<file path="config.mk">
export PLATFORM = sky130hd
export DESIGN_NAME = serr_report
export DESIGN_NICKNAME = d
export VERILOG_FILES = /design/src/hw/serr_event_gate.v /design/src/hw/serr_pulse_out.v /design/src/hw/serr_report.v
export VERILOG_INCLUDE_DIRS = /design/src /design/src/pkg
export SDC_FILE = /design/constraint.sdc
export NUM_CORES = 1
export LEC_CHECK = 0
export BUFFER_PORTS_ARGS = -buffer_cell sky130_fd_sc_hd__buf_2
export CAP_MARGIN = 15
export CORE_UTILIZATION = 50
export CTS_CLUSTER_SIZE = 10
export DETAILED_ROUTE_END_ITERATION = 10
export PLACE_DENSITY = 0.78
export SLEW_MARGIN = 20
export SYNTH_ARGS = -nofsm -noshare
export SYNTH_HDL_FRONTEND = slang
export SYNTH_HIERARCHICAL = 1
export SYNTH_SLANG_ARGS = --single-unit
</file>
<file path="constraint.sdc">
create_clock -name clk -period 4.1 [get_ports clk]
set_input_delay 0.41 -clock clk [delete_from_list [all_inputs] [get_ports clk]]
set_output_delay 0.41 -clock clk [all_outputs]
set_load 0.03 [all_outputs]
</file>
<file path="src/pkg/serr_map.vh">
/*
 * Register map, field positions, reset values and event codes of the
 * bridge system-error reporting block.
 * Assumes registers are reached by configuration dword accesses with
 * byte enables, as decoded by the bridge's configuration target.
 */
// Summary of operation
// - no system error unless global enable set
// - enabled, unmasked condition raises system error
// - reset: disables zero, global reporting off
// - system error sets secondary-status signalled flag
// - enables cover downstream and upstream transfers
// - posted write parity error reports, status bit1
// - posted write retry timeout reports, status bit2
// - posted write target abort reports, status bit3
// - posted write master abort reports, status bit4
// - delayed write retry timeout reports, status bit5
// - delayed read retry timeout reports, status bit6
// - status bits clear on write one only
// - forward secondary error with global and forwarding enable
// - forwarded data parity passes through unchanged
// - parity response enables address-parity and target-abort reporting
`ifndef SERR_MAP_VH
`define SERR_MAP_VH

// ----------------------------------------------------------------
// configuration offsets (byte addresses)
// ----------------------------------------------------------------
`define OFF_COMMAND_CONTROL   8'h04
`define OFF_SEC_BUS_STATUS    8'h1E
`define OFF_BRIDGE_CONTROL    8'h3E
`define OFF_EVENT_DISABLE     8'h64
`define OFF_EVENT_STATUS      8'h6A

// ----------------------------------------------------------------
// field positions
// ----------------------------------------------------------------
`define CMD_PARITY_RESP_BIT   6
`define CMD_SERR_ENABLE_BIT   8
`define SEC_SIGNALLED_BIT     14
`define BCTL_SERR_FWD_BIT     1

// event bit positions, shared by disable and status registers
`define EV_PW_PARITY          1
`define EV_PW_TIMEOUT         2
`define EV_PW_TABORT          3
`define EV_PW_MABORT          4
`define EV_DW_TIMEOUT         5
`define EV_DR_TIMEOUT         6
`define EV_MASK               8'h7E

// ----------------------------------------------------------------
// reset values
// ----------------------------------------------------------------
`define RST_COMMAND_CONTROL   16'h0000
`define RST_BRIDGE_CONTROL    16'h0000
`define RST_EVENT_DISABLE     8'h00
`define RST_EVENT_STATUS      8'h00

`endif

</file>
<file path="src/hw/serr_event_gate.v">
/*
 * Qualifies the six posted and delayed transaction failures against the
 * per-condition disable bits and collects them into one event vector.
 * Assumes event strobes are one-clock pulses on clk, from either
 * forwarding direction.
 */
`timescale 1ns/1ns
`include "serr_map.vh"

module serr_event_gate (
    clk,
    sys_rst,
    down_events,
    up_events,
    disable_bits,
    raw_events,
    gated_events
);
    input  wire       clk;
    input  wire       sys_rst;
    input  wire [7:0] down_events;
    input  wire [7:0] up_events;
    input  wire [7:0] disable_bits;
    output wire [7:0] raw_events;
    output wire [7:0] gated_events;

    // ------------------------------------------------------------
    // merge directions and mask
    // ------------------------------------------------------------
    // the same enables serve both directions; unused bits are masked off
    assign raw_events   = (down_events | up_events) & `EV_MASK;
    assign gated_events = raw_events & ~disable_bits;

endmodule // serr_event_gate

</file>
<file path="src/hw/serr_pulse_out.v">
/*
 * Drives the primary system error pin as an open-drain output: one clock
 * of low drive per reported event, released otherwise.
 * Assumes an external pull-up returns the wire high.
 */
`timescale 1ns/1ns

module serr_pulse_out (
    clk,
    sys_rst,
    fire,
    pin_o,
    pin_oe_n
);
    input  wire clk;
    input  wire sys_rst;
    input  wire fire;
    output reg  pin_o;
    output reg  pin_oe_n;

    // ------------------------------------------------------------
    // open-drain pulse
    // ------------------------------------------------------------
    // output value is always low; only the enable moves
    always @(posedge clk) begin
        if (sys_rst) begin
            pin_o    <= 1'b0;
            pin_oe_n <= 1'b1;
        end else begin
            pin_o    <= 1'b0;
            pin_oe_n <= ~fire;
        end
    end

endmodule // serr_pulse_out

</file>
<file path="src/hw/serr_report.v">
/*
 * System-error reporting for a bridge: configuration registers for the
 * command, secondary status, bridge control, event disable and event
 * status fields that concern system errors, event capture and the
 * primary system error output.
 * Assumes configuration accesses arrive as one-clock strobes from the
 * bridge's configuration target on clk, and that failure strobes come
 * from the forwarding engines on the same clock. The secondary error
 * pin and parity pins are asynchronous and are synchronised here.
 */
`timescale 1ns/1ns
`include "serr_map.vh"

module serr_report (
    clk,
    sys_rst,
    cfg_wr,
    cfg_rd,
    cfg_addr,
    cfg_be,
    cfg_wdata,
    cfg_rdata,
    cfg_rvalid,
    down_events,
    up_events,
    addr_parity_err,
    tabort_seen,
    sec_serr_n,
    par_in_pri,
    par_in_sec,
    par_out_sec,
    par_out_pri,
    primary_system_error_out_o,
    primary_system_error_out_oe_n,
    serr_enable,
    parity_resp
);
    input  wire        clk;
    input  wire        sys_rst;
    input  wire        cfg_wr;
    input  wire        cfg_rd;
    input  wire [7:0]  cfg_addr;
    input  wire [3:0]  cfg_be;
    input  wire [31:0] cfg_wdata;
    output reg  [31:0] cfg_rdata;
    output reg         cfg_rvalid;
    input  wire [7:0]  down_events;
    input  wire [7:0]  up_events;
    input  wire        addr_parity_err;
    input  wire        tabort_seen;
    input  wire        sec_serr_n;
    input  wire        par_in_pri;
    input  wire        par_in_sec;
    output reg         par_out_sec;
    output reg         par_out_pri;
    output wire        primary_system_error_out_o;
    output wire        primary_system_error_out_oe_n;
    output reg         serr_enable;
    output reg         parity_resp;

    // ------------------------------------------------------------
    // state
    // ------------------------------------------------------------
    reg  [15:0] command_control_r;
    reg  [15:0] bridge_control_r;
    reg  [7:0]  error_event_disable_r;
    reg  [7:0]  error_event_status_r;
    reg         signalled_r;
    reg  [1:0]  sec_serr_sync_r;
    reg         sec_serr_prev_r;
    reg  [1:0]  par_pri_sync_r;
    reg  [1:0]  par_sec_sync_r;
    reg         fire_r;
    reg  [15:0] command_nxt;
    reg  [15:0] bridge_nxt;
    reg  [7:0]  disable_nxt;
    reg  [7:0]  status_clr;

    wire [7:0]  raw_events;
    wire [7:0]  gated_events;
    wire        glob_en;
    wire        sec_serr_edge;
    wire        fwd_req;
    wire        par_req;
    wire        any_req;
    wire        status_wr;
    wire        sec_wr;

    // ------------------------------------------------------------
    // helpers
    // ------------------------------------------------------------
    // merge a 16-bit half of a dword write under its two byte enables
    function [15:0] merge16;
        input [15:0] old_v;
        input [15:0] new_v;
        input [1:0]  be;
        begin
            merge16[7:0]  = be[0] ? new_v[7:0]  : old_v[7:0];
            merge16[15:8] = be[1] ? new_v[15:8] : old_v[15:8];
        end
    endfunction

    // dword address of a byte offset
    function [5:0] dw;
        input [7:0] off;
        begin
            dw = off[7:2];
        end
    endfunction

    wire        hit_cmd = (cfg_addr[7:2] == dw(`OFF_COMMAND_CONTROL));
    wire        hit_sec = (cfg_addr[7:2] == dw(`OFF_SEC_BUS_STATUS));
    wire        hit_bct = (cfg_addr[7:2] == dw(`OFF_BRIDGE_CONTROL));
    wire        hit_dis = (cfg_addr[7:2] == dw(`OFF_EVENT_DISABLE));
    wire        hit_sts = (cfg_addr[7:2] == dw(`OFF_EVENT_STATUS));

    // ------------------------------------------------------------
    // submodules
    // ------------------------------------------------------------
    serr_event_gate u_gate (
        .clk          (clk),
        .sys_rst      (sys_rst),
        .down_events  (down_events),
        .up_events    (up_events),
        .disable_bits (error_event_disable_r),
        .raw_events   (raw_events),
        .gated_events (gated_events)
    );

    serr_pulse_out u_pin (
        .clk      (clk),
        .sys_rst  (sys_rst),
        .fire     (fire_r),
        .pin_o    (primary_system_error_out_o),
        .pin_oe_n (primary_system_error_out_oe_n)
    );

    // ------------------------------------------------------------
    // pin synchronisers
    // ------------------------------------------------------------
    always @(posedge clk) begin
        if (sys_rst) begin
            sec_serr_sync_r <= 2'b11;
            sec_serr_prev_r <= 1'b1;
            par_pri_sync_r  <= 2'b00;
            par_sec_sync_r  <= 2'b00;
        end else begin
            sec_serr_sync_r <= {sec_serr_sync_r[0], sec_serr_n};
            sec_serr_prev_r <= sec_serr_sync_r[1];
            par_pri_sync_r  <= {par_pri_sync_r[0], par_in_pri};
            par_sec_sync_r  <= {par_sec_sync_r[0], par_in_sec};
        end
    end

    // a secondary assertion is one event per falling edge, so a held-low
    // pin does not flood the primary bus
    assign sec_serr_edge = sec_serr_prev_r & ~sec_serr_sync_r[1];

    // ------------------------------------------------------------
    // reporting decision
    // ------------------------------------------------------------
    assign glob_en = command_control_r[`CMD_SERR_ENABLE_BIT];
    assign fwd_req = sec_serr_edge & bridge_control_r[`BCTL_SERR_FWD_BIT];
    assign par_req = command_control_r[`CMD_PARITY_RESP_BIT]
                     & (addr_parity_err | tabort_seen);
    assign any_req = glob_en & ((|gated_events) | fwd_req | par_req);

    assign status_wr = cfg_wr & hit_sts & cfg_be[2];
    assign sec_wr    = cfg_wr & hit_sec & cfg_be[3];

    // ------------------------------------------------------------
    // register writes
    // ------------------------------------------------------------
    always @* begin
        command_nxt = command_control_r;
        bridge_nxt  = bridge_control_r;
        disable_nxt = error_event_disable_r;
        status_clr  = 8'h00;
        if (cfg_wr && hit_cmd)
            command_nxt = merge16(command_control_r, cfg_wdata[15:0], cfg_be[1:0]);
        if (cfg_wr && hit_bct)
            bridge_nxt = merge16(bridge_control_r, cfg_wdata[31:16], cfg_be[3:2]);
        if (cfg_wr && hit_dis && cfg_be[0])
            disable_nxt = cfg_wdata[7:0] & `EV_MASK;
        if (status_wr)
            status_clr = cfg_wdata[23:16] & `EV_MASK;
    end

    always @(posedge clk) begin
        if (sys_rst) begin
            command_control_r     <= `RST_COMMAND_CONTROL;
            bridge_control_r      <= `RST_BRIDGE_CONTROL;
            error_event_disable_r <= `RST_EVENT_DISABLE;
            error_event_status_r  <= `RST_EVENT_STATUS;
            signalled_r           <= 1'b0;
            fire_r                <= 1'b0;
            serr_enable           <= 1'b0;
            parity_resp           <= 1'b0;
        end else begin
            command_control_r     <= command_nxt;
            bridge_control_r      <= bridge_nxt;
            error_event_disable_r <= disable_nxt;
            // a new event in the clearing cycle wins over the clear
            error_event_status_r  <= (error_event_status_r & ~status_clr)
                                     | (glob_en ? gated_events : 8'h00);
            if (any_req)
                signalled_r <= 1'b1;
            else if (sec_wr && cfg_wdata[16 + `SEC_SIGNALLED_BIT])
                signalled_r <= 1'b0;
            fire_r                <= any_req;
            serr_enable           <= command_nxt[`CMD_SERR_ENABLE_BIT];
            parity_resp           <= command_nxt[`CMD_PARITY_RESP_BIT];
        end
    end

    // ------------------------------------------------------------
    // parity pass-through
    // ------------------------------------------------------------
    // parity is carried, never regenerated, so a bad word stays bad
    always @(posedge clk) begin
        if (sys_rst) begin
            par_out_sec <= 1'b0;
            par_out_pri <= 1'b0;
        end else begin
            par_out_sec <= par_pri_sync_r[1];
            par_out_pri <= par_sec_sync_r[1];
        end
    end

    // ------------------------------------------------------------
    // reads
    // ------------------------------------------------------------
    // unmapped dwords read as zero; answer comes one clock after the strobe
    always @(posedge clk) begin
        if (sys_rst) begin
            cfg_rdata  <= 32'h00000000;
            cfg_rvalid <= 1'b0;
        end else begin
            cfg_rvalid <= cfg_rd;
            if (cfg_rd) begin
                if (hit_cmd)
                    cfg_rdata <= {16'h0000, command_control_r};
                else if (hit_sec)
                    cfg_rdata <= {1'b0, signalled_r, 30'h00000000};
                else if (hit_bct)
                    cfg_rdata <= {bridge_control_r, 16'h0000};
                else if (hit_dis)
                    cfg_rdata <= {24'h000000, error_event_disable_r};
                else if (hit_sts)
                    cfg_rdata <= {8'h00, error_event_status_r, 16'h0000};
                else
                    cfg_rdata <= 32'h00000000;
            end
        end
    end

endmodule // serr_report

</file>
Word level (Yosys, flattened, before mapping) --
Cells that the tools add are included.
Storage, ports and cells: input port bits 69, register bits 93, word-level logic and storage cells 67
Operators by class: mux-type cells 12, eq/ne operators 5, bitwise gates (word level) 19, reduce and logical (&&, ||, !) cells 11
Operators with widths (count):
- 32-bit 2-to-1 mux | 3
- 24-bit 2-to-1 mux | 2
- 8-bit 2-to-1 mux | 2
- 6-bit by 5-bit equality test with 1-bit output (second input constant) | 2
- 9-bit 2-to-1 mux | 1
- 1-bit bitwise AND | 8
- 7-bit by 8-bit bitwise AND with 8-bit output | 1
- 8-bit bitwise AND | 1
- 7-bit NOT with 8-bit output | 1
- 8-bit NOT | 1
- 8-bit bitwise OR | 1
- 2-bit AND reduction | 4
- 8-bit OR reduction | 1
- 7-bit 2-to-1 mux | 1
- 7-bit bitwise OR | 1
- 6-bit by 1-bit equality test with 1-bit output (second input constant) | 1
- 6-bit by 3-bit equality test with 1-bit output (second input constant) | 1
- 6-bit by 4-bit equality test with 1-bit output (second input constant) | 1
- 1-bit logical AND | 5
- 1-bit 2-to-1 mux | 3
- 1-bit bitwise OR | 3
- 1-bit NOT | 2
- 2-bit nonzero test | 1

Depth between registers and ports, before layout --
depth in word-level cells 7, depth in mapped cells 6

Hierarchy --
Netlist, hierarchy kept.
Modules (own cells, without submodules):
- serr_report | seq. area each 1801.7 sq um, instances 1, cells an instance 348, area each 3385.7 sq um
- serr_event_gate | seq. area each 0.0 sq um, instances 1, cells an instance 17, area each 131.4 sq um
- serr_pulse_out | seq. area each 20.0 sq um, instances 1, cells an instance 4, area each 37.5 sq um

Least setup slack after synthesis --
OpenSTA, ideal clock, no wires.
path type input to register, start in cfg_addr[6], end reg bridge_control_r[0], cell stages on the path 4, data arrival time 1.517 ns, setup slack 2.456 ns, cells stage by stage or3b_4 -> nor3_4 -> mux2i_1 -> nor2_1
Between the ends: word-level cells in the longest chain between the ends 3
RTL lines:
- from (decl) | RTL line serr_report.v:42 | input wire [7:0] cfg_addr;
- 6-bit by 4-bit equality test with 1-bit output | RTL line serr_report.v:113 | wire hit_bct = (cfg_addr[7:2] == dw(`OFF_BRIDGE_CONTROL));
- 1-bit logical AND | RTL line serr_report.v:181 | if (cfg_wr && hit_bct)
- 2-bit AND reduction (no source line)
- to (signal assigned) | RTL line serr_report.v:192 | bridge_control_r <= `RST_BRIDGE_CONTROL;
- to (signal assigned) | RTL line serr_report.v:201 | bridge_control_r <= bridge_nxt;
- to (decl) | RTL line serr_report.v:65 | reg [15:0] bridge_control_r;
No other way between the ends. A chain may end at the register's enable or synchronous reset.

Worst setup path in the final report --
start in cfg_addr[6], end reg cfg_rdata[17]
Between the ends: word-level cells in the longest chain between the ends 6
RTL lines:
- 6-bit by 5-bit equality test with 1-bit output | RTL line serr_report.v:115 | wire hit_sts = (cfg_addr[7:2] == dw(`OFF_EVENT_STATUS));
- 24-bit 2-to-1 mux | RTL line serr_report.v:249 | else if (hit_sts)
- 24-bit 2-to-1 mux | RTL line serr_report.v:247 | else if (hit_dis)
- 32-bit 2-to-1 mux | RTL line serr_report.v:245 | else if (hit_bct)
- 32-bit 2-to-1 mux | RTL line serr_report.v:243 | else if (hit_sec)
- 32-bit 2-to-1 mux (*) | RTL line serr_report.v:241 | if (hit_cmd)
- to (signal assigned) | RTL line serr_report.v:242 | cfg_rdata <= {16'h0000, command_control_r};
- to (signal assigned) | RTL line serr_report.v:244 | cfg_rdata <= {1'b0, signalled_r, 30'h00000000};
- to (signal assigned) | RTL line serr_report.v:246 | cfg_rdata <= {bridge_control_r, 16'h0000};
- to (decl) | RTL line serr_report.v:45 | output reg [31:0] cfg_rdata;
Mark *: on every way between the ends. The rest lies on a longest branch, timed or not.

==> impl_results.rst <==
.. list-table::
   :header-rows: 1

   * - Metric
     - Value
   * - FF+latch area
     - 1822 sq um
   * - Hold crit path type
     - in2reg
   * - Iteration count of the initial detailed-routing pass
     - 8
   * - DRT iter0 DRCs
     - approximately 180
   * - Outcome
     - finished, violations left
   * - Headroom to the max-slew limit
     - 0.4292
   * - Pin count of the biggest net entering global routing
     - 51
   * - LEAKAGE
     - 0.001786 uW
   * - Count of antenna diodes in the layout
     - 0
   * - Cells after Synth
     - 360
   * - Filler instances
     - 605
   * - Initial cell density of the core
     - 0.5149
   * - Crit start category
     - primary input
   * - Placed inst area
     - 4033 sq um
   * - Post-CTS setup repair buffer count
     - 0
   * - Number of top-level design ports
     - roughly 110
   * - Max VDD drop
     - 0.1964 mV
   * - Clock tree skew after final layout
     - ~10 ps
   * - Cell-by-cell listing of the critical path
     - buf_2 > or3b_4 > nor2_2 > a22oi_1 > o21ai_1
   * - Critical register-to-register path endpoint
     - signalled_r$_SDFFE_PP0P_
   * - Synthesized cell area
     - between 3000 and 4000 sq um
   * - Routed vias
     - 2893
   * - Total routed wirelength
     - roughly 8000 microns
   * - Final instance area
     - 4257 sq um
   * - Fmax achieved
     - 554.4 MHz
   * - Skew-Pair Late Insertion Delay
     - roughly 350 ps
   * - Via count of the first global-routing pass
     - about 2700
   * - Critical path's slowest cell
     - nor2_2
   * - Worst Path Class, Setup
     - in2reg
   * - Largest buffer count on any clock path
     - 2
   * - Total grt overflow
     - 0
   * - Ratio of final minimum period to clock period
     - 0.4399
   * - H-tree levels
     - 3
   * - Maximum fanout encountered on the critical timing path
     - 17
   * - Number of max-slew violations in the final report
     - 0
   * - Transition time of the tightest slew-check pin
     - 849.6 ps
   * - End point of the critical path
     - cfg_rdata[17]$_SDFFE_PP0P_
   * - Worst path depth
     - 5
   * - Die outline area
     - roughly 7300 sq um
   * - Length in cells of the worst reg-to-reg path
     - 5
   * - Detailed Place HPWL
     - 5629 microns
   * - Avg WL per Cell
     - 14.46 microns
   * - Number of buffers inserted by hold repair at cts
     - 0
   * - Total negative setup slack
     - 0 ps
   * - Unrepaired setup endpoints after global routing
     - false
   * - Detail Route Antenna Nets
     - 0
   * - CP peak stage delay
     - just under 700 ps
   * - Launching point of the worst reg2reg path
     - error_event_disable_r[2]$_SDFFE_PP0P_
   * - TritonCTS clock tree
     - built
   * - Final setup violation count
     - 0
   * - DRC violations left
     - 1
   * - Final critical-path required period
     - 1804 ps
   * - Vias/cell
     - 5.241
   * - Fraction of final layout cells with drive strength greater than 1
     - 0.2982
   * - Antenna violations before repair
     - 0
   * - Setup slack on the worst flop-to-flop path
     - between 2000 and 3000 ps
   * - Final #Nets
     - 520
   * - Number of sinks handled by clock tree synthesis
     - between 90 and 100
   * - Most common library cell in the layout ignoring fill and taps
     - buf_2
   * - Power density over cell area
     - 391.1 nW/um^2
   * - Required arrival time at the worst endpoint
     - 4390 ps
   * - Global placement routability congestion
     - 0.8571
   * - Sort of element at the end of the critical path
     - flop
   * - Violated checks
     - design-rule violations
   * - Wire length of the first global-routing pass
     - 13150 microns
   * - Count of synthesis-stage warnings from yosys
     - 6
   * - Area of the core
     - a little under 7000 sq um
   * - Post-synthesis to final-layout area growth
     - 21.67%
   * - Die height
     - 85.65 microns
   * - Average cell area after synthesis
     - 9.718 sq um
   * - Number of placement rows
     - 30
   * - Endpoints failing hold
     - 0
   * - Total area of multi-input combinational cells
     - 1575 sq um
   * - Critical Path AT
     - 2090 ps
   * - Die width
     - roughly 86 microns
   * - Max-Cap Viols
     - 0
   * - Most frequent cells in the layout
     - buf_2 (100), dfxtp_1 (91), nor2_1 (50)
   * - Clock slew seen by the registers of the worst setup and hold paths
     - 90 ps
   * - Number of gates resized after cts
     - 0
   * - Number of buffers created by CTS
     - 9
   * - Total routing usage reported by global routing
     - 0.2299
   * - Clk root buf
     - clkbuf_8
   * - Count of input and output buffers
     - 100
   * - First element of the critical path
     - cfg_addr[6]
   * - CP Buf/Inv Count
     - 1
   * - Worst path top cell family by delay
     - simple AND/OR/NAND/NOR gates
power breakdown:
group          total, uW  switching (uW)  internal (uW)  leakage [uW]
Combinational        103            61.5           41.1      0.000947
Sequential           894            3.03            891      0.000736
Clock                668             320            347      0.000102
Total               1660             385           1280       0.00179
layer usage:
metal / routed length (microns) / vias to the layer above / GRT usage / share of wire
met3: 440 / 10 / 0.05967 / 0.055
met1: 3445 / 1358 / 0.2932 / 0.43
met5: 0 / - / 0 / 0
met2: 3977 / 93 / 0.3796 / 0.50
li1: - / 1432 / - / -
met4: 116 / 0 / 0.07879 / 0.015
worst min-delay path by stage:
stage,startpoint,endpoint,slack (ps),depth (start not counted)
3_5_place_dp,fire_r$_SDFF_PP0_,u_pin/pin_oe_n$_SDFF_PP1_,380,1
2_1_floorplan,fire_r$_SDFF_PP0_,u_pin/pin_oe_n$_SDFF_PP1_,360,1
4_1_cts,sec_serr_n,sec_serr_sync_r[0]$_SDFF_PP1_,220,2
3_3_place_gp,fire_r$_SDFF_PP0_,u_pin/pin_oe_n$_SDFF_PP1_,370,1
6_report,sec_serr_n,sec_serr_sync_r[0]$_SDFF_PP1_,240,2
5_1_grt,sec_serr_n,sec_serr_sync_r[0]$_SDFF_PP1_,220,2
worst reg2reg max path: cells and delay by family, from the launching register on:
kind,cells,cell delay (ps)
simple gates,3,690
compound gates,2,410
flops,1,370
state kept, by name, indices dropped and copies added (netlist names):
name	cells
par_pri_sync_r	2
u_pin/pin_oe_n	1
bridge_control_r	16
serr_enable	1
sec_serr_sync_r	2
cfg_rvalid	1
par_out_pri	1
par_out_sec	1
error_event_status_r	8
par_sec_sync_r	2
fire_r	1
signalled_r	1
command_control_r	15
sec_serr_prev_r	1
error_event_disable_r	6
cfg_rdata	32
stage by stage:
stage                       util  setup WS, ps  power (uW)  hold WS [ps]  instances
final                     0.6265          2296        1665         238.2        552
after detailed placement  0.5936          1911        1017         375.9        536
after CTS                 0.6265          2307        1676         224.6        552
after floorplan                -          2456       971.4         355.2        361
after global routing      0.6265          2181        1730         220.1        552
after global placement    0.5936          1967        1016         374.9        536
area by class of cell:
class	count	share of cell area
Clock buffer	9	0.02910
Clock inverter	7	0.02352
Inverter	2	0.001764
Multi-Input combinational cell	246	0.3701
Sequential cell	91	0.4280
Tap cell	96	0.02822
Timing Repair Buffer	101	0.1193
Power figures use the tool's default switching activity.
